$ cat src/rtl/sfr_pkg.sv
// shared constants and types of the serial lane fault recovery controller
package sfr_pkg;
  // ----------------------------------------------------------------
  // sizes and clock
  // ----------------------------------------------------------------
  localparam int LANES = 4;
  localparam int REGS_PER_LANE = 8;
  localparam int REF_DW = 33;
  localparam int CLK_HZ = 25_000_000;
  localparam int MAX_CFG_CLK_HZ = 50_000_000;
  localparam int CLK_PERIOD_NS = 1_000_000_000 / CLK_HZ;
  // ----------------------------------------------------------------
  // software register map, byte addresses
  // ----------------------------------------------------------------
  localparam logic [5:0] OFF_CTRL = 6'h00;
  localparam logic [5:0] OFF_STATUS = 6'h04;
  localparam logic [5:0] OFF_MASK = 6'h08;
  localparam logic [5:0] OFF_BURST = 6'h0c;
  localparam logic [5:0] OFF_LIMITS = 6'h10;
  localparam logic [5:0] OFF_CLKSHARE = 6'h14;
  localparam logic [5:0] OFF_REF_ADDR = 6'h18;
  localparam logic [5:0] OFF_REF_DATA = 6'h1c;
  localparam logic [5:0] OFF_STATE = 6'h20;
  localparam logic [5:0] OFF_RETRIES = 6'h24;
  // ----------------------------------------------------------------
  // field positions and reset values
  // ----------------------------------------------------------------
  localparam int CTRL_ENABLE = 0;
  localparam int CTRL_PCIE_XAUI = 1;
  localparam int CTRL_FORCE_INIT = 2;
  localparam int ST_W = 5;
  localparam int EV_RETRY = 0;
  localparam int EV_DISCONNECT = 1;
  localparam int EV_FUNC_INT = 2;
  localparam int EV_INIT_RESET = 3;
  localparam int EV_RECOVERED = 4;
  localparam int REF_NEED_READY = 16;
  localparam logic [1:0] CTRL_RST = 2'h0;
  localparam logic [ST_W-1:0] MASK_RST = 5'h00;
  localparam logic [7:0] THRESH_RST = 8'h04;
  localparam logic [15:0] WINDOW_RST = 16'h0100;
  localparam logic [3:0] RETRY_LIMIT_RST = 4'h3;
  localparam logic [11:0] HOLD_RST = 12'h010;
  // ----------------------------------------------------------------
  // transceiver configuration map
  // ----------------------------------------------------------------
  localparam logic [15:0] DEV_LANE_BASE = 16'h1000;
  localparam logic [15:0] DEV_LANE_STRIDE = 16'h0400;
  localparam logic [15:0] DEV_APPLY_OFF = 16'h0300;
  localparam logic [31:0] DEV_APPLY_VALUE = 32'h00000001;
  // ----------------------------------------------------------------
  // timing: a link gets this long to come up, a least time
  // ----------------------------------------------------------------
  localparam int LINK_WAIT_NS = 1_000_000;
  localparam int LINK_WAIT_CYCLES = (LINK_WAIT_NS + CLK_PERIOD_NS - 1) / CLK_PERIOD_NS;

  typedef enum logic [3:0] {
    ST_IDLE, ST_SOFT, ST_PHYRST, ST_RD, ST_FETCH, ST_SETUP, ST_ACCESS, ST_WAIT, ST_INIT
  } sfr_state_type;
endpackage

$ cat src/rtl/sfr_mem_if.sv
// port bundle between the recovery sequencer and its reference memory
`timescale 1ns/1ps
interface sfr_mem_if #(parameter int AW = 5, parameter int DW = 33);
  logic rd_en;
  logic [AW-1:0] rd_addr;
  logic [DW-1:0] rd_data;
  logic wr_en;
  logic [AW-1:0] wr_addr;
  logic [DW-1:0] wr_data;
  modport ctrl (output rd_en, output rd_addr, input rd_data, output wr_en, output wr_addr, output wr_data);
  modport mem (input rd_en, input rd_addr, output rd_data, input wr_en, input wr_addr, input wr_data);
endinterface

$ cat src/rtl/sfr_ref_mem.sv
// reference copy of every lane's analogue settings, registered read
`timescale 1ns/1ps
module sfr_ref_mem #(
  parameter int AW = 5,
  parameter int DW = 33
) (
  input wire logic mclk,
  input wire logic rst_n,
  sfr_mem_if.mem port
);
  logic [DW-1:0] store [0:(1<<AW)-1];
  logic [DW-1:0] next_rd_data;

  initial begin
    if (AW < 1 || DW < 1) $error("sfr_ref_mem: bad size");
  end

  // read data hold until the next read, so the sequencer may wait on it
  always_comb begin
    next_rd_data = port.rd_en ? store[port.rd_addr] : port.rd_data;
  end

  always_ff @(posedge mclk or negedge rst_n)
  begin
    if (!rst_n)
      port.rd_data <= '0;
    else
      port.rd_data <= next_rd_data;
  end

  // array carries no reset: software loads it before enabling recovery
  always_ff @(posedge mclk)
  begin
    if (port.wr_en)
      store[port.wr_addr] <= port.wr_data;
  end
endmodule

$ cat src/rtl/sfr_lane_mon.sv
// per-lane fault watcher: error bursts, lock and receive-valid loss
`timescale 1ns/1ps
module sfr_lane_mon (
  input wire logic mclk,
  input wire logic rst_n,
  input wire logic blank,
  input wire logic cdr_lock,
  input wire logic rx_valid,
  input wire logic err,
  input wire logic [7:0] thresh,
  input wire logic [15:0] window,
  output logic disconnect
);
  logic [15:0] win_cnt;
  logic [7:0] err_cnt;
  logic [15:0] next_win_cnt;
  logic [7:0] next_err_cnt;
  logic next_disconnect;
  logic burst;

  // errors are counted inside a fixed window; a blanked lane restarts clean
  always_comb begin
    next_win_cnt = win_cnt;
    next_err_cnt = err_cnt;
    if (blank) begin
      next_win_cnt = window;
      next_err_cnt = 8'h00;
    end else if (win_cnt == 16'h0000) begin
      next_win_cnt = window;
      next_err_cnt = {7'h00, err};
    end else begin
      next_win_cnt = win_cnt - 16'h0001;
      if (err && err_cnt != 8'hff)
        next_err_cnt = err_cnt + 8'h01;
    end
    burst = (thresh != 8'h00) && (next_err_cnt >= thresh);
    next_disconnect = !blank && (burst || !cdr_lock || !rx_valid);
  end

  always_ff @(posedge mclk or negedge rst_n)
  begin
    if (!rst_n) begin
      win_cnt <= 16'h0000;
      err_cnt <= 8'h00;
      disconnect <= 1'b0;
    end else begin
      win_cnt <= next_win_cnt;
      err_cnt <= next_err_cnt;
      disconnect <= next_disconnect;
    end
  end
endmodule

$ cat src/rtl/sfr_top.sv
// serial lane fault recovery controller: detection, escalation, reload
//
// The address-and-strobe port and the placing of the registers are this design's own decisions.
`timescale 1ns/1ps
// Notes on behaviour
// - last resort pulses transceiver initialization reset
// - domain pll lock loss is a fault in the pcie and xaui modes
// - resent frames counted as retry, never reset
// - error burst within window means disconnection
// - lock or valid loss: reinitialize the lane
// - failure after pma reset: reload lane settings
// - some settings written only once pma ready
// - reset phy, rewrite settings, then write apply
// - configuration clock at most 50 MHz
// - reference copy of all lane settings kept
// - pll lock never used as reset source
module sfr_top #(
  parameter int LANES = sfr_pkg::LANES,
  parameter int REGS_PER_LANE = sfr_pkg::REGS_PER_LANE,
  parameter int LINK_WAIT_CYCLES = sfr_pkg::LINK_WAIT_CYCLES
) (
  input wire logic mclk,
  input wire logic rst_n,
  input wire logic [5:0] sw_addr,
  input wire logic [31:0] sw_wdata,
  input wire logic sw_wr,
  input wire logic sw_rd,
  output logic [31:0] sw_rdata,
  output logic irq,
  input wire logic [LANES-1:0] cdr_lock,
  input wire logic [LANES-1:0] lane_receive_valid,
  input wire logic [LANES-1:0] pma_ready,
  input wire logic domain_pll_lock,
  input wire logic [LANES-1:0] lane_error,
  input wire logic [LANES-1:0] lane_retry,
  input wire logic [LANES-1:0] lane_link_up,
  output logic [LANES-1:0] lane_down,
  output logic [LANES-1:0] lane_soft_reset_request,
  output logic [LANES-1:0] lane_pcs_reset_low,
  output logic core_reset_low,
  output logic init_reset_low,
  output logic [15:0] paddr,
  output logic psel,
  output logic penable,
  output logic pwrite,
  output logic [31:0] pwdata,
  input wire logic pready
);
  localparam int LW = 2;
  localparam int IW = $clog2(REGS_PER_LANE);
  localparam int AW = LW + IW;
  localparam int TW = $clog2(LINK_WAIT_CYCLES + 1);

  initial begin
    if (LANES != 4) $error("sfr_top: lane field is sized for four lanes");
    if (REGS_PER_LANE < 2 || REGS_PER_LANE != (1 << IW)) $error("sfr_top: regs per lane must be a power of two");
    if (LINK_WAIT_CYCLES < 2) $error("sfr_top: link wait too short");
    if (sfr_pkg::CLK_HZ > sfr_pkg::MAX_CFG_CLK_HZ) $error("sfr_top: configuration clock too fast");
  end

  // ----------------------------------------------------------------
  // synchronisers for transceiver status pins
  // ----------------------------------------------------------------
  logic [3*LANES:0] sync_a;
  logic [3*LANES:0] sync_b;
  logic [LANES-1:0] cdr_s;
  logic [LANES-1:0] valid_s;
  logic [LANES-1:0] ready_s;
  logic pll_s;

  // two flops each; only the second stage is ever looked at
  always_ff @(posedge mclk or negedge rst_n)
  begin
    if (!rst_n) begin
      sync_a <= '0;
      sync_b <= '0;
    end else begin
      sync_a <= {domain_pll_lock, pma_ready, lane_receive_valid, cdr_lock};
      sync_b <= sync_a;
    end
  end
  assign cdr_s = sync_b[LANES-1:0];
  assign valid_s = sync_b[2*LANES-1:LANES];
  assign ready_s = sync_b[3*LANES-1:2*LANES];
  assign pll_s = sync_b[3*LANES];

  // ----------------------------------------------------------------
  // software registers
  // ----------------------------------------------------------------
  logic [1:0] ctrl;
  logic [sfr_pkg::ST_W-1:0] status;
  logic [sfr_pkg::ST_W-1:0] mask;
  logic [7:0] thresh;
  logic [15:0] window;
  logic [3:0] retry_limit;
  logic [11:0] hold_limit;
  logic [LW-1:0] clk_master;
  logic [LANES-1:0] clk_dep;
  logic [AW-1:0] ref_idx;
  logic ref_need_ready;
  logic [15:0] retries;
  logic [1:0] next_ctrl;
  logic [sfr_pkg::ST_W-1:0] next_status;
  logic [sfr_pkg::ST_W-1:0] next_mask;
  logic [7:0] next_thresh;
  logic [15:0] next_window;
  logic [3:0] next_retry_limit;
  logic [11:0] next_hold_limit;
  logic [LW-1:0] next_clk_master;
  logic [LANES-1:0] next_clk_dep;
  logic [AW-1:0] next_ref_idx;
  logic next_ref_need_ready;
  logic [15:0] next_retries;
  logic [31:0] next_sw_rdata;
  logic next_irq;
  logic [sfr_pkg::ST_W-1:0] set_ev;
  logic force_init;
  logic [LANES-1:0] disc;
  // sequencer state, declared here because the OFF_STATE read-back reports it
  sfr_pkg::sfr_state_type state;
  sfr_pkg::sfr_state_type next_state;
  logic [LW-1:0] lane;
  logic [LW-1:0] next_lane;
  logic [1:0] level;
  logic [1:0] next_level;

  sfr_mem_if #(.AW(AW), .DW(sfr_pkg::REF_DW)) mem_bus ();

  sfr_ref_mem #(.AW(AW), .DW(sfr_pkg::REF_DW)) u_ref_mem (
    .mclk(mclk),
    .rst_n(rst_n),
    .port(mem_bus.mem)
  );

  assign force_init = sw_wr && sw_addr == sfr_pkg::OFF_CTRL && sw_wdata[sfr_pkg::CTRL_FORCE_INIT];
  // software loads the reference copy through an index and a data word
  assign mem_bus.wr_en = sw_wr && sw_addr == sfr_pkg::OFF_REF_DATA;
  assign mem_bus.wr_addr = ref_idx;
  assign mem_bus.wr_data = {ref_need_ready, sw_wdata};

  // register writes; a hardware set wins over a write-one clear
  always_comb begin
    next_ctrl = ctrl;
    next_mask = mask;
    next_thresh = thresh;
    next_window = window;
    next_retry_limit = retry_limit;
    next_hold_limit = hold_limit;
    next_clk_master = clk_master;
    next_clk_dep = clk_dep;
    next_ref_idx = ref_idx;
    next_ref_need_ready = ref_need_ready;
    next_status = status | set_ev;
    next_retries = retries + {15'h0000, set_ev[sfr_pkg::EV_RETRY] && retries != 16'hffff};
    if (sw_wr) begin
      case (sw_addr)
        sfr_pkg::OFF_CTRL: next_ctrl = sw_wdata[1:0];
        sfr_pkg::OFF_STATUS: next_status = (status & ~sw_wdata[sfr_pkg::ST_W-1:0]) | set_ev;
        sfr_pkg::OFF_MASK: next_mask = sw_wdata[sfr_pkg::ST_W-1:0];
        sfr_pkg::OFF_BURST:
        begin
          next_thresh = sw_wdata[7:0];
          next_window = sw_wdata[23:8];
        end
        sfr_pkg::OFF_LIMITS:
        begin
          next_retry_limit = sw_wdata[3:0];
          next_hold_limit = sw_wdata[15:4];
        end
        sfr_pkg::OFF_CLKSHARE:
        begin
          next_clk_master = sw_wdata[LW-1:0];
          next_clk_dep = sw_wdata[8+LANES-1:8];
        end
        sfr_pkg::OFF_REF_ADDR:
        begin
          next_ref_idx = sw_wdata[AW-1:0];
          next_ref_need_ready = sw_wdata[sfr_pkg::REF_NEED_READY];
        end
        sfr_pkg::OFF_REF_DATA: next_ref_idx = ref_idx + {{(AW-1){1'b0}}, 1'b1};
        default: next_ctrl = ctrl;
      endcase
    end
    next_sw_rdata = 32'h00000000;
    if (sw_rd) begin
      case (sw_addr)
        sfr_pkg::OFF_CTRL: next_sw_rdata = {30'h00000000, ctrl};
        sfr_pkg::OFF_STATUS: next_sw_rdata = {27'h0000000, status};
        sfr_pkg::OFF_MASK: next_sw_rdata = {27'h0000000, mask};
        sfr_pkg::OFF_BURST: next_sw_rdata = {8'h00, window, thresh};
        sfr_pkg::OFF_LIMITS: next_sw_rdata = {16'h0000, hold_limit, retry_limit};
        sfr_pkg::OFF_CLKSHARE: next_sw_rdata = {20'h00000, clk_dep, 6'h00, clk_master};
        sfr_pkg::OFF_REF_ADDR: next_sw_rdata = {15'h0000, ref_need_ready, 11'h000, ref_idx};
        sfr_pkg::OFF_STATE: next_sw_rdata = {12'h000, disc, lane_down, 4'h0, level, lane, 4'(state)};
        sfr_pkg::OFF_RETRIES: next_sw_rdata = {16'h0000, retries};
        default: next_sw_rdata = 32'h00000000;
      endcase
    end
    next_irq = |(next_status & next_mask);
  end

  always_ff @(posedge mclk or negedge rst_n)
  begin
    if (!rst_n) begin
      ctrl <= sfr_pkg::CTRL_RST;
      status <= '0;
      mask <= sfr_pkg::MASK_RST;
      thresh <= sfr_pkg::THRESH_RST;
      window <= sfr_pkg::WINDOW_RST;
      retry_limit <= sfr_pkg::RETRY_LIMIT_RST;
      hold_limit <= sfr_pkg::HOLD_RST;
      clk_master <= '0;
      clk_dep <= '0;
      ref_idx <= '0;
      ref_need_ready <= 1'b0;
      retries <= 16'h0000;
      sw_rdata <= 32'h00000000;
      irq <= 1'b0;
    end else begin
      ctrl <= next_ctrl;
      status <= next_status;
      mask <= next_mask;
      thresh <= next_thresh;
      window <= next_window;
      retry_limit <= next_retry_limit;
      hold_limit <= next_hold_limit;
      clk_master <= next_clk_master;
      clk_dep <= next_clk_dep;
      ref_idx <= next_ref_idx;
      ref_need_ready <= next_ref_need_ready;
      retries <= next_retries;
      sw_rdata <= next_sw_rdata;
      irq <= next_irq;
    end
  end

  // ----------------------------------------------------------------
  // lane monitors
  // ----------------------------------------------------------------
  genvar g;
  generate
    for (g = 0; g < LANES; g++) begin : gen_mon
      sfr_lane_mon u_mon (
        .mclk(mclk),
        .rst_n(rst_n),
        .blank(lane_down[g]),
        .cdr_lock(cdr_s[g]),
        .rx_valid(valid_s[g]),
        .err(lane_error[g]),
        .thresh(thresh),
        .window(window),
        .disconnect(disc[g])
      );
    end
  endgenerate

  // ----------------------------------------------------------------
  // recovery sequencer
  // ----------------------------------------------------------------
  logic [3:0] fails;
  logic [3:0] next_fails;
  logic [11:0] hold;
  logic [11:0] next_hold;
  logic [TW-1:0] tmo;
  logic [TW-1:0] next_tmo;
  logic [IW-1:0] idx;
  logic [IW-1:0] next_idx;
  logic apply;
  logic next_apply;
  logic [15:0] next_paddr;
  logic [31:0] next_pwdata;
  logic failed;
  logic pll_fault;
  logic [LANES-1:0] fault;
  logic [15:0] lane_base;
  logic [11:0] hold_min;

  // the pll lock only raises a fault, it never drives a reset directly
  assign pll_fault = ctrl[sfr_pkg::CTRL_PCIE_XAUI] && !pll_s;
  assign fault = disc | {{(LANES-1){1'b0}}, pll_fault};
  assign lane_base = 16'(sfr_pkg::DEV_LANE_BASE + 16'(lane) * sfr_pkg::DEV_LANE_STRIDE);
  assign hold_min = (hold_limit == 12'h000) ? 12'h001 : hold_limit;
  assign mem_bus.rd_en = (state == sfr_pkg::ST_RD);
  assign mem_bus.rd_addr = {lane, idx};

  always_comb begin
    next_state = state;
    next_lane = lane;
    next_level = level;
    next_fails = fails;
    next_hold = hold;
    next_tmo = tmo;
    next_idx = idx;
    next_apply = apply;
    next_paddr = paddr;
    next_pwdata = pwdata;
    failed = 1'b0;
    set_ev = '0;
    set_ev[sfr_pkg::EV_RETRY] = |lane_retry;
    case (state)
      sfr_pkg::ST_IDLE:
      begin
        if (force_init) begin
          next_level = 2'd3;
          next_hold = 12'h000;
          next_state = sfr_pkg::ST_INIT;
          set_ev[sfr_pkg::EV_INIT_RESET] = 1'b1;
        end else if (ctrl[sfr_pkg::CTRL_ENABLE] && |fault) begin
          for (int i = LANES - 1; i >= 0; i--)
            if (fault[i])
              next_lane = LW'(i);
          next_level = 2'd0;
          next_fails = 4'h0;
          next_hold = 12'h000;
          next_state = sfr_pkg::ST_SOFT;
          set_ev[sfr_pkg::EV_DISCONNECT] = 1'b1;
        end
      end
      sfr_pkg::ST_SOFT, sfr_pkg::ST_PHYRST, sfr_pkg::ST_INIT:
      begin
        next_hold = hold + 12'h001;
        if (next_hold >= hold_min) begin
          next_hold = 12'h000;
          next_tmo = '0;
          next_idx = '0;
          next_apply = 1'b0;
          if (state == sfr_pkg::ST_PHYRST && level == 2'd2)
            next_state = sfr_pkg::ST_RD;
          else
            next_state = sfr_pkg::ST_WAIT;
        end
      end
      sfr_pkg::ST_RD: next_state = sfr_pkg::ST_FETCH;
      sfr_pkg::ST_FETCH:
      begin
        if (apply) begin
          next_paddr = 16'(lane_base + sfr_pkg::DEV_APPLY_OFF);
          next_pwdata = sfr_pkg::DEV_APPLY_VALUE;
          next_state = sfr_pkg::ST_SETUP;
        end else if (!mem_bus.rd_data[32] || ready_s[lane]) begin
          next_paddr = 16'(lane_base + {idx, 2'b00});
          next_pwdata = mem_bus.rd_data[31:0];
          next_state = sfr_pkg::ST_SETUP;
        end else begin
          next_tmo = TW'(tmo + 1'b1);
          failed = (tmo >= TW'(LINK_WAIT_CYCLES - 1));
        end
      end
      sfr_pkg::ST_SETUP: next_state = sfr_pkg::ST_ACCESS;
      sfr_pkg::ST_ACCESS:
      begin
        if (pready) begin
          if (apply) begin
            next_tmo = '0;
            next_state = sfr_pkg::ST_WAIT;
          end else if (idx == IW'(REGS_PER_LANE - 1)) begin
            next_apply = 1'b1;
            next_state = sfr_pkg::ST_FETCH;
          end else begin
            next_idx = idx + {{(IW-1){1'b0}}, 1'b1};
            next_state = sfr_pkg::ST_RD;
          end
        end
      end
      sfr_pkg::ST_WAIT:
      begin
        if (lane_link_up[lane] && (level == 2'd3 || !fault[lane])) begin
          next_fails = 4'h0;
          next_state = sfr_pkg::ST_IDLE;
          set_ev[sfr_pkg::EV_RECOVERED] = 1'b1;
        end else begin
          next_tmo = TW'(tmo + 1'b1);
          failed = (tmo >= TW'(LINK_WAIT_CYCLES - 1));
        end
      end
      default: next_state = sfr_pkg::ST_IDLE;
    endcase
    // escalation after a timed-out attempt
    if (failed) begin
      next_tmo = '0;
      next_hold = 12'h000;
      case (level)
        2'd0:
        begin
          if (fails + 4'h1 >= retry_limit) begin
            next_level = 2'd1;
            next_fails = 4'h0;
            next_state = sfr_pkg::ST_PHYRST;
          end else begin
            next_fails = fails + 4'h1;
            next_state = sfr_pkg::ST_SOFT;
          end
        end
        2'd1:
        begin
          next_level = 2'd2;
          next_state = sfr_pkg::ST_PHYRST;
          set_ev[sfr_pkg::EV_FUNC_INT] = 1'b1;
        end
        default:
        begin
          next_level = 2'd3;
          next_state = sfr_pkg::ST_INIT;
          set_ev[sfr_pkg::EV_INIT_RESET] = 1'b1;
        end
      endcase
    end
  end

  // ----------------------------------------------------------------
  // pin drive, computed from the next state so every pin is a flop
  // ----------------------------------------------------------------
  logic [LANES-1:0] next_onehot;
  logic [LANES-1:0] next_lane_down;
  logic in_phy;
  logic next_soft;

  always_comb begin
    next_onehot = LANES'(1) << next_lane;
    next_soft = (next_state == sfr_pkg::ST_SOFT);
    in_phy = next_state inside {sfr_pkg::ST_PHYRST, sfr_pkg::ST_RD, sfr_pkg::ST_FETCH,
                                sfr_pkg::ST_SETUP, sfr_pkg::ST_ACCESS};
    next_lane_down = next_onehot;
    if (next_lane == clk_master)
      next_lane_down = next_lane_down | clk_dep;
    if (next_level >= 2'd1)
      next_lane_down = next_lane_down | (LANES'(1) << (next_lane ^ 2'b01));
    if (next_level == 2'd3)
      next_lane_down = '1;
    if (next_state == sfr_pkg::ST_IDLE)
      next_lane_down = '0;
  end

  always_ff @(posedge mclk or negedge rst_n)
  begin
    if (!rst_n) begin
      state <= sfr_pkg::ST_IDLE;
      lane <= '0;
      level <= 2'd0;
      fails <= 4'h0;
      hold <= 12'h000;
      tmo <= '0;
      idx <= '0;
      apply <= 1'b0;
      paddr <= 16'h0000;
      pwdata <= 32'h00000000;
      psel <= 1'b0;
      penable <= 1'b0;
      pwrite <= 1'b0;
      lane_down <= '0;
      lane_soft_reset_request <= '0;
      lane_pcs_reset_low <= '1;
      core_reset_low <= 1'b1;
      init_reset_low <= 1'b1;
    end else begin
      state <= next_state;
      lane <= next_lane;
      level <= next_level;
      fails <= next_fails;
      hold <= next_hold;
      tmo <= next_tmo;
      idx <= next_idx;
      apply <= next_apply;
      paddr <= next_paddr;
      pwdata <= next_pwdata;
      psel <= next_state inside {sfr_pkg::ST_SETUP, sfr_pkg::ST_ACCESS};
      penable <= (next_state == sfr_pkg::ST_ACCESS);
      pwrite <= next_state inside {sfr_pkg::ST_SETUP, sfr_pkg::ST_ACCESS};
      lane_down <= next_lane_down;
      // core reset replaces the lane request in the pcie and xaui modes
      lane_soft_reset_request <= (next_soft && !ctrl[sfr_pkg::CTRL_PCIE_XAUI]) ? next_onehot : '0;
      core_reset_low <= !(next_soft && ctrl[sfr_pkg::CTRL_PCIE_XAUI]);
      lane_pcs_reset_low <= in_phy ? ~next_onehot : '1;
      init_reset_low <= (next_state != sfr_pkg::ST_INIT);
    end
  end
endmodule

$ cat config.mk
export PLATFORM = sky130hd
export DESIGN_NAME = sfr_top
export DESIGN_NICKNAME = d
export VERILOG_FILES = /design/src/rtl/sfr_pkg.sv /design/src/rtl/sfr_mem_if.sv /design/src/rtl/sfr_ref_mem.sv /design/src/rtl/sfr_lane_mon.sv /design/src/rtl/sfr_top.sv
export SDC_FILE = /design/constraint.sdc
export NUM_CORES = 2
export LEC_CHECK = 0
export ABC_AREA = 1
export BUFFER_PORTS_ARGS = -buffer_cell sky130_fd_sc_hd__buf_4
export CORE_MARGIN = 4
export CORE_UTILIZATION = 62
export DETAILED_ROUTE_END_ITERATION = 10
export PLACE_DENSITY = 0.87
export SYNTH_ARGS = -nofsm -noshare
export SYNTH_HDL_FRONTEND = slang
export SYNTH_HIERARCHICAL = 1
export SYNTH_SLANG_ARGS = --single-unit
export TNS_END_PERCENT = 30
$ cat constraint.sdc
create_clock -name mclk -period 3.69 [get_ports mclk]
set_input_delay 0.5535 -clock mclk [delete_from_list [all_inputs] [get_ports mclk]]
set_output_delay 0.5535 -clock mclk [all_outputs]
set_load 0.005 [all_outputs]
Yosys cells after proc, flatten, opt, wreduce, memory -nomap -nowiden
Memories as Yosys holds them, arrays and structs flattened. A register that Yosys moved wholly into a read port is not among the register bits.
Index checks and enable logic that the tools add are counted.
{ "classes": {"bitwise": 10, "reduce_logical": 83, "n_addsub": 17, "mul": 0, "n_div": 0, "mux": 117, "n_lt_le_gt_ge": 9, "n_shift": 2, "n_eq_ne": 46} }
{ "ops": {"columns": ["operator", "count"], "rows": [
  ["24-bit case mux with 9 select lines", 1],
  ["16-bit 2-to-1 mux", 10],
  ["15-bit 2-to-1 mux", 7],
  ["8-bit 2-to-1 mux", 12],
  ["4-bit 2-to-1 mux", 20],
  ["16-bit logical NOT", 4],
  ["32-bit 2-to-1 mux", 2],
  ["16-bit by 1-bit subtractor with 16-bit output, second input constant", 4],
  ["12-bit 2-to-1 mux", 5],
  ["15-bit case mux with 4 select lines", 1],
  ["8-bit by 1-bit adder with 8-bit output, second input constant", 4],
  ["8-bit greater-or-equal comparator", 4],
  ["8-bit inequality test, second input constant", 4],
  ["4-bit by 3-bit equality test with 1-bit output, second input constant", 7],
  ["2-bit 2-to-1 mux", 14],
  ["4-bit case mux with 7 select lines", 1],
  ["6-bit by 5-bit equality test with 1-bit output, second input constant", 4],
  ["24-bit 2-to-1 mux", 1],
  ["12-bit case mux with 2 select lines", 1],
  ["1-bit logical AND", 22],
  ["1-bit 2-to-1 mux", 21],
  ["3-bit 2-to-1 mux", 7],
  ["5-bit 2-to-1 mux", 4],
  ["1-bit logical NOT", 18],
  ["other kinds (59)", 106]
]} }
{ "totals": {"memories": 1, "word_cells": 330, "ramBits": 1056, "out_inout_bits": 98, "latch_bits": 0, "ff_bits": 346, "in_bits": 68, "rom_bits": 0} }
{ "mem_list": {"columns": ["memory", "words", "width", "rd", "rd_ports_with_merged_regs", "write_ports", "line_no", "rtl"], "rows": [
  ["u_ref_mem.store", 32, 33, 1, 1, 1, "sfr_ref_mem.sv:11", "logic [DW-1:0] store [0:(1<<AW)-1];"]
]} }

Longest topological paths before layout
{ "depth": {"word_depth": 17, "mapped_depth": 23, "ltp_nobuf": 23} }

Hierarchy
The synthesis kept the hierarchy.
{ "by_module_without_submodules": {"columns": ["module", "n_inst", "cells_each", "area_per_inst_um2", "seq_area_each_um2"], "rows": [
  ["sfr_ref_mem", 1, 3653, 44038.5, 32536.2],
  ["sfr_top", 1, 1236, 10871.7, 5744.3],
  ["sfr_lane_mon at gen_mon[0].u_mon ...", 3, 266, 1819.2, 625.6],
  ["sfr_lane_mon at gen_mon[3].u_mon", 1, 270, 1831.8, 625.6]
]} }

Worst setup path after synthesis
No wires, ideal clock.
{ "synth_timing": {"path_kind": "input port to flip-flop", "start": "input sw_addr[1]", "end": "memory u_ref_mem.store[31][0] (enable)", "setup_slack_ns": 0.166, "cell_stages": 8, "setup_ns": 0.423, "arrival_ns": 3.101, "path_buffers": 1, "cell_sequence": "nor2_2 > inv_1 > nor2_1 > nand2_1 > clkbuf_1 > nor2_1 > nand3_1 > nor2_1"} }
{ "synth_via": {"elab_chain_cells": 4} }
{ "synth_lines": {"columns": ["element", "line_no", "rtl"], "rows": [
  ["from (decl)", "sfr_top.sv:24", "input wire logic [5:0] sw_addr,"],
  ["6-bit by 5-bit equality test with 1-bit output", "sfr_top.sv:137", "assign mem_bus.wr_en = sw_wr && sw_addr == sfr_pkg::OFF_REF_DATA;"],
  ["1-bit logical AND", "sfr_top.sv:137", null],
  ["net mem_bus.wr_en", "sfr_mem_if.sv:7", "logic wr_en;"],
  ["1-bit 2-to-1 mux", "sfr_ref_mem.sv:34", "if (port.wr_en)"],
  ["1-bit 2-to-1 mux (not written as such)", "sfr_ref_mem.sv:35", "store[port.wr_addr] <= port.wr_data;"],
  ["to (decl)", "sfr_ref_mem.sv:11", null]
]} }
The timed path passes the listed nets, and every way through them passes these cells.

Worst setup path after layout
{ "layout_timing": {"start": "register hold[0]", "end": "register tmo[7]"} }
{ "layout_via": {"elab_chain_cells": 4} }
{ "layout_lines": {"columns": ["element", "line_no", "rtl"], "rows": [
  ["from (decl)", "sfr_top.sv:262", "logic [11:0] hold;"],
  ["from (signal assigned)", "sfr_top.sv:460", "hold <= next_hold;"],
  ["12-bit by 1-bit adder with 12-bit output", "sfr_top.sv:321", "next_hold = hold + 12'h001;"],
  ["12-bit greater-or-equal comparator", "sfr_top.sv:322", "if (next_hold >= hold_min) begin"],
  ["3-bit inequality test (no line)", null, null],
  ["7-bit AND reduction (no line)", null, null],
  ["to (signal assigned)", "sfr_top.sv:461", "tmo <= next_tmo;"],
  ["to (decl)", "sfr_top.sv:264", "logic [TW-1:0] tmo;"]
]} }
No other way between the ends.
A chain may end at the register's enable or synchronous reset.

==> flow_summary.yaml <==
timing:
  max_slew.worst_pin.slew_ns: 1.22
  finalHoldViolCount: 0
  period_share_pct: 92.4
  max_freq_mhz: 293
  final_period_minus_worst_setup_slack_ns: 3.41
  final-max-slew-violation-count: 0
  clock_skew_ns: 0.0228
  worst_rel_slew_slack_pct: 18.9
  finalSetupViolCount: 0
  finalSetupTns_ns: 0
worst_setup_path:
  crit_type: "flop to flop"
  start_kind: "flop"
  critical_path_peak_fanout: 7
  crit_arrival_ns: 4.02
  end_kind: "flop"
  required_ns: 4.30
global_routing:
  vias_in_the_first_global_route: 46400
  grt.total_usage_pct: 32.2
  antenna_found_initial: 5
  maximum_number_of_pins_on_one_net_before_global_route_repair: 162
  overflow: 0
  grt_first_pass_wirelength_um: 264000
routing:
  routed_wl_um: 174000
  drt-vias-per-instance: 6.32
  drt_drc_violations_left: 0
  route.detailed.wl_per_inst_um: 23.2
  detailedRoute.firstIterationViolations: 8180
  antenna_left: 0
  vias: 47500
  drt_pass1_iterations: 9
power:
  power.ir.vdd_worst_mv: 0.523
  power_leakage_nw: 28.1
  power-per-cell-area_nw_per_um2: 644
synth:
  synth-seq-area-share_pct: 65.6
  synth.avg_cell_area_um2: 10.4
  asyncSetResetFlopFracSynth_pct: 25.5
  area_of_the_mapped_netlist_um2: 62200
  synth_cells: 5957
  synthDominantCellAreaShare_pct: 51.0
  postSynth.topFlopCell: "sky130_fd_sc_hd__edfxtp_1"
  count_of_state_elements_after_synthesis: 1418
  synth_area_leaders: "sky130_fd_sc_hd__edfxtp_1, sky130_fd_sc_hd__dfrtp_1, sky130_fd_sc_hd__nand2_1"
  yosysTopAreaCell: "sky130_fd_sc_hd__edfxtp_1"
  synth_enable_flop_cells: 1056
  post_synth_num_cell_types: 60
  yosysWarningCount: 6
job:
  max_cap_violations: 0
floorplan:
  chip_height_um: 325
  boundary_pins: 166
  std_cell_rows: 115
  design.die.area_um2: 105000
  fp.dieW_um: 325
  floorplan.initialDensity_pct: 62.8
  core-area_um2: 99000
clocking:
  cts_root_buf: "sky130_fd_sc_hd__clkbuf_16"
  clock_tree.htree_level_count: 4
  ctsLongestPathBuffers: 3
  worst_setup_hold_path_clk_slew_ns: 0.07
  cts_num_sinks: 1418
  clk_latency_ns: 0.76
  tritoncts_clock_tree: "built"
  numCtsBuffers: 141
placed_design:
  detail_placement_hpwl_um: 103000
  detailed_place.area_um2: 64600
  numPortBuffers: 149
  routabilityCongestion: 0.939
run_status:
  outcome: "completed"
layout:
  finalInstanceArea_um2: 69300
  final_nets: 6256
  nFillCells: 6371
  share_of_cells_above_drive_strength_1_pct: 11.1
  layout_area_overhead_pct: 11.4
worst_hold_path:
  worstHoldPathType: "primary input to flop"
[flip-flops by register name, summed over array words and instances, names as in the netlist, 8 cells and up]
signal and cells:
hold 12, u_ref_mem/port.rd_data 33, tmo 15, pwdata 32, thresh 8, gen_mon.u_mon/win_cnt 64, sync_b 13, sw_rdata 24
gen_mon.u_mon/err_cnt 32, sync_a 13, window 16, hold_limit 12, u_ref_mem/store 1056, retries 16
[where the power goes]
| part | internal, mW | leakage (nW) | switching (mW) |
|---|---|---|---|
| sequential | 18.3 | 14.1 | 1.37 |
| clock | 8.05 | 2.22 | 6.10 |
| combinational | 3.33 | 11.8 | 7.47 |
[through the flow]
stage,utilization [%],instances,worst slack [ns],power [mW],hold WS [ns]
floorplan,-,5972,0.166,26.7,0.258
global placement,65.2,7249,0.141,29.7,0.333
detailed placement,65.2,7249,0.107,30.2,0.335
CTS,69.9,7516,0.00780,44.3,0.0191
global route,70.0,7520,-0.0197,46.5,0.0609
finish,70.0,7522,0.279,44.6,0.0641
[critical path, stage by stage (launching register included)]
cell and delay [ns]:
sky130_fd_sc_hd__dfrtp_1 0.40, sky130_fd_sc_hd__inv_1 0.10, sky130_fd_sc_hd__nor3_2 0.18, sky130_fd_sc_hd__nand3_2 0.12, sky130_fd_sc_hd__nor2_2 0.12, sky130_fd_sc_hd__nand3_1 0.11
sky130_fd_sc_hd__nor4_2 0.18, sky130_fd_sc_hd__xor2_1 0.21, sky130_fd_sc_hd__inv_1 0.07, sky130_fd_sc_hd__ha_1 0.29, sky130_fd_sc_hd__nand2_1 0.07, sky130_fd_sc_hd__inv_1 0.05
sky130_fd_sc_hd__nand3_1 0.10, sky130_fd_sc_hd__nor2_1 0.16, sky130_fd_sc_hd__nand2_1 0.13, sky130_fd_sc_hd__nand3_2 0.15, sky130_fd_sc_hd__nand2_1 0.11, sky130_fd_sc_hd__nor2_4 0.22
sky130_fd_sc_hd__inv_1 0.13, sky130_fd_sc_hd__buf_4 0.16, sky130_fd_sc_hd__nor3_1 0.14, sky130_fd_sc_hd__nor3_1 0.07
[routing by layer]
layer / global-route usage [%] / vias up / routed length (um)
met4: 15.6 / 4 / 9280
met5: 0 / - / 31
met3: 7.63 / 766 / 22700
li1: - / 20500 / -
met2: 51.6 / 3705 / 81700
met1: 41.9 / 22500 / 60800
[synth_stat cells, types with 5 or more instances]
| cell | count |
|---|---|
| sky130_fd_sc_hd__nor3_1 | 21 |
| sky130_fd_sc_hd__buf_4 | 55 |
| sky130_fd_sc_hd__xor2_1 | 41 |
| sky130_fd_sc_hd__nor2_1 | 306 |
| sky130_fd_sc_hd__nand2_2 | 13 |
| sky130_fd_sc_hd__a22oi_1 | 11 |
| sky130_fd_sc_hd__inv_1 | 310 |
| sky130_fd_sc_hd__o22ai_1 | 16 |
| sky130_fd_sc_hd__o211ai_1 | 7 |
| sky130_fd_sc_hd__o21ai_1 | 7 |
| sky130_fd_sc_hd__nand2_1 | 1953 |
| sky130_fd_sc_hd__dfstp_2 | 11 |
| sky130_fd_sc_hd__o21ai_0 | 129 |
| sky130_fd_sc_hd__buf_2 | 120 |
| sky130_fd_sc_hd__nor2_4 | 21 |
| sky130_fd_sc_hd__o21bai_1 | 6 |
| sky130_fd_sc_hd__nand3_2 | 13 |
| sky130_fd_sc_hd__mux2_2 | 7 |
| sky130_fd_sc_hd__xnor2_1 | 12 |
| sky130_fd_sc_hd__nand2_4 | 7 |
| sky130_fd_sc_hd__edfxtp_1 | 1056 |
| sky130_fd_sc_hd__clkbuf_1 | 43 |
| sky130_fd_sc_hd__inv_2 | 21 |
| sky130_fd_sc_hd__a21oi_1 | 63 |
| sky130_fd_sc_hd__ha_1 | 64 |
| sky130_fd_sc_hd__o21ai_2 | 5 |
| sky130_fd_sc_hd__nor4_1 | 14 |
| sky130_fd_sc_hd__a221oi_1 | 12 |
| sky130_fd_sc_hd__nand3_1 | 1056 |
| sky130_fd_sc_hd__buf_6 | 66 |
| sky130_fd_sc_hd__dfrtp_1 | 351 |
| sky130_fd_sc_hd__nand4_1 | 43 |
| sky130_fd_sc_hd__nor2_2 | 42 |
[repair_timing]
item	CTS	global route
hold endpoints to repair	69	0
hold buffers	15	0
resized for setup	0	12
buffers inserted	0	4
endpoints found under the setup margin	0	33
[area by class of cell]
type | instances | area, um2 | area share, %
clock buffer | 187 | 3860 | 5.58
multi-input combinational | 3926 | 18500 | 26.7
sequential | 1418 | 40800 | 58.9
inverter | 335 | 1290 | 1.86
clock inverter | 65 | 661 | 0.953
timing repair buffer | 302 | 2620 | 3.77
tap | 1287 | 1610 | 2.32
antenna | 2 | 5.00 | 0.00722
[placed cells by master, fill, tap and decap left out, types with 24 or more instances in the layout]
cell / Yosys / routed
sky130_fd_sc_hd__buf_4: 55 / 261
sky130_fd_sc_hd__edfxtp_1: 1056 / 1056
sky130_fd_sc_hd__dfrtp_1: 351 / 346
sky130_fd_sc_hd__ha_1: 64 / 64
sky130_fd_sc_hd__nand3_1: 1056 / 1055
sky130_fd_sc_hd__buf_12: 1 / 24
sky130_fd_sc_hd__inv_1: 310 / 308
sky130_fd_sc_hd__nor2_4: 21 / 54
sky130_fd_sc_hd__xor2_1: 41 / 41
sky130_fd_sc_hd__nor2_1: 306 / 271
sky130_fd_sc_hd__a21oi_1: 63 / 62
sky130_fd_sc_hd__clkbuf_1: 43 / 33
sky130_fd_sc_hd__nand4_1: 43 / 43
sky130_fd_sc_hd__nor2_2: 42 / 44
sky130_fd_sc_hd__nand2_1: 1953 / 1953
sky130_fd_sc_hd__clkbuf_16: 0 / 144
sky130_fd_sc_hd__o21ai_0: 129 / 129
[worst paths after layout]
kind                           start                           to  slack [ns]  depth (start not counted)
setup / recovery             hold[0]                       tmo[7]        0.28                         21
setup reg to reg             hold[0]                       tmo[7]        0.28                         21
max in group asynchronous      rst_n                   window[13]        2.44                          3
min in group asynchronous      rst_n  gen_mon[1].u_mon/win_cnt[1]        0.42                          2
hold / removal                 sw_wr               ref_need_ready        0.06                          2
hold reg to reg            sync_a[5]                    sync_b[5]        0.35                          0
[kinds of logic after synthesis]
group | share of synthesized area [%]
simple gates | 24.4
flops | 65.6
buf+inv | 5.27
compound gates | 2.57
fa+ha+maj | 1.29
xor+xnor | 0.746
mux | 0.143
other cells | 0.00603
Power figures use the tool's default switching activity.
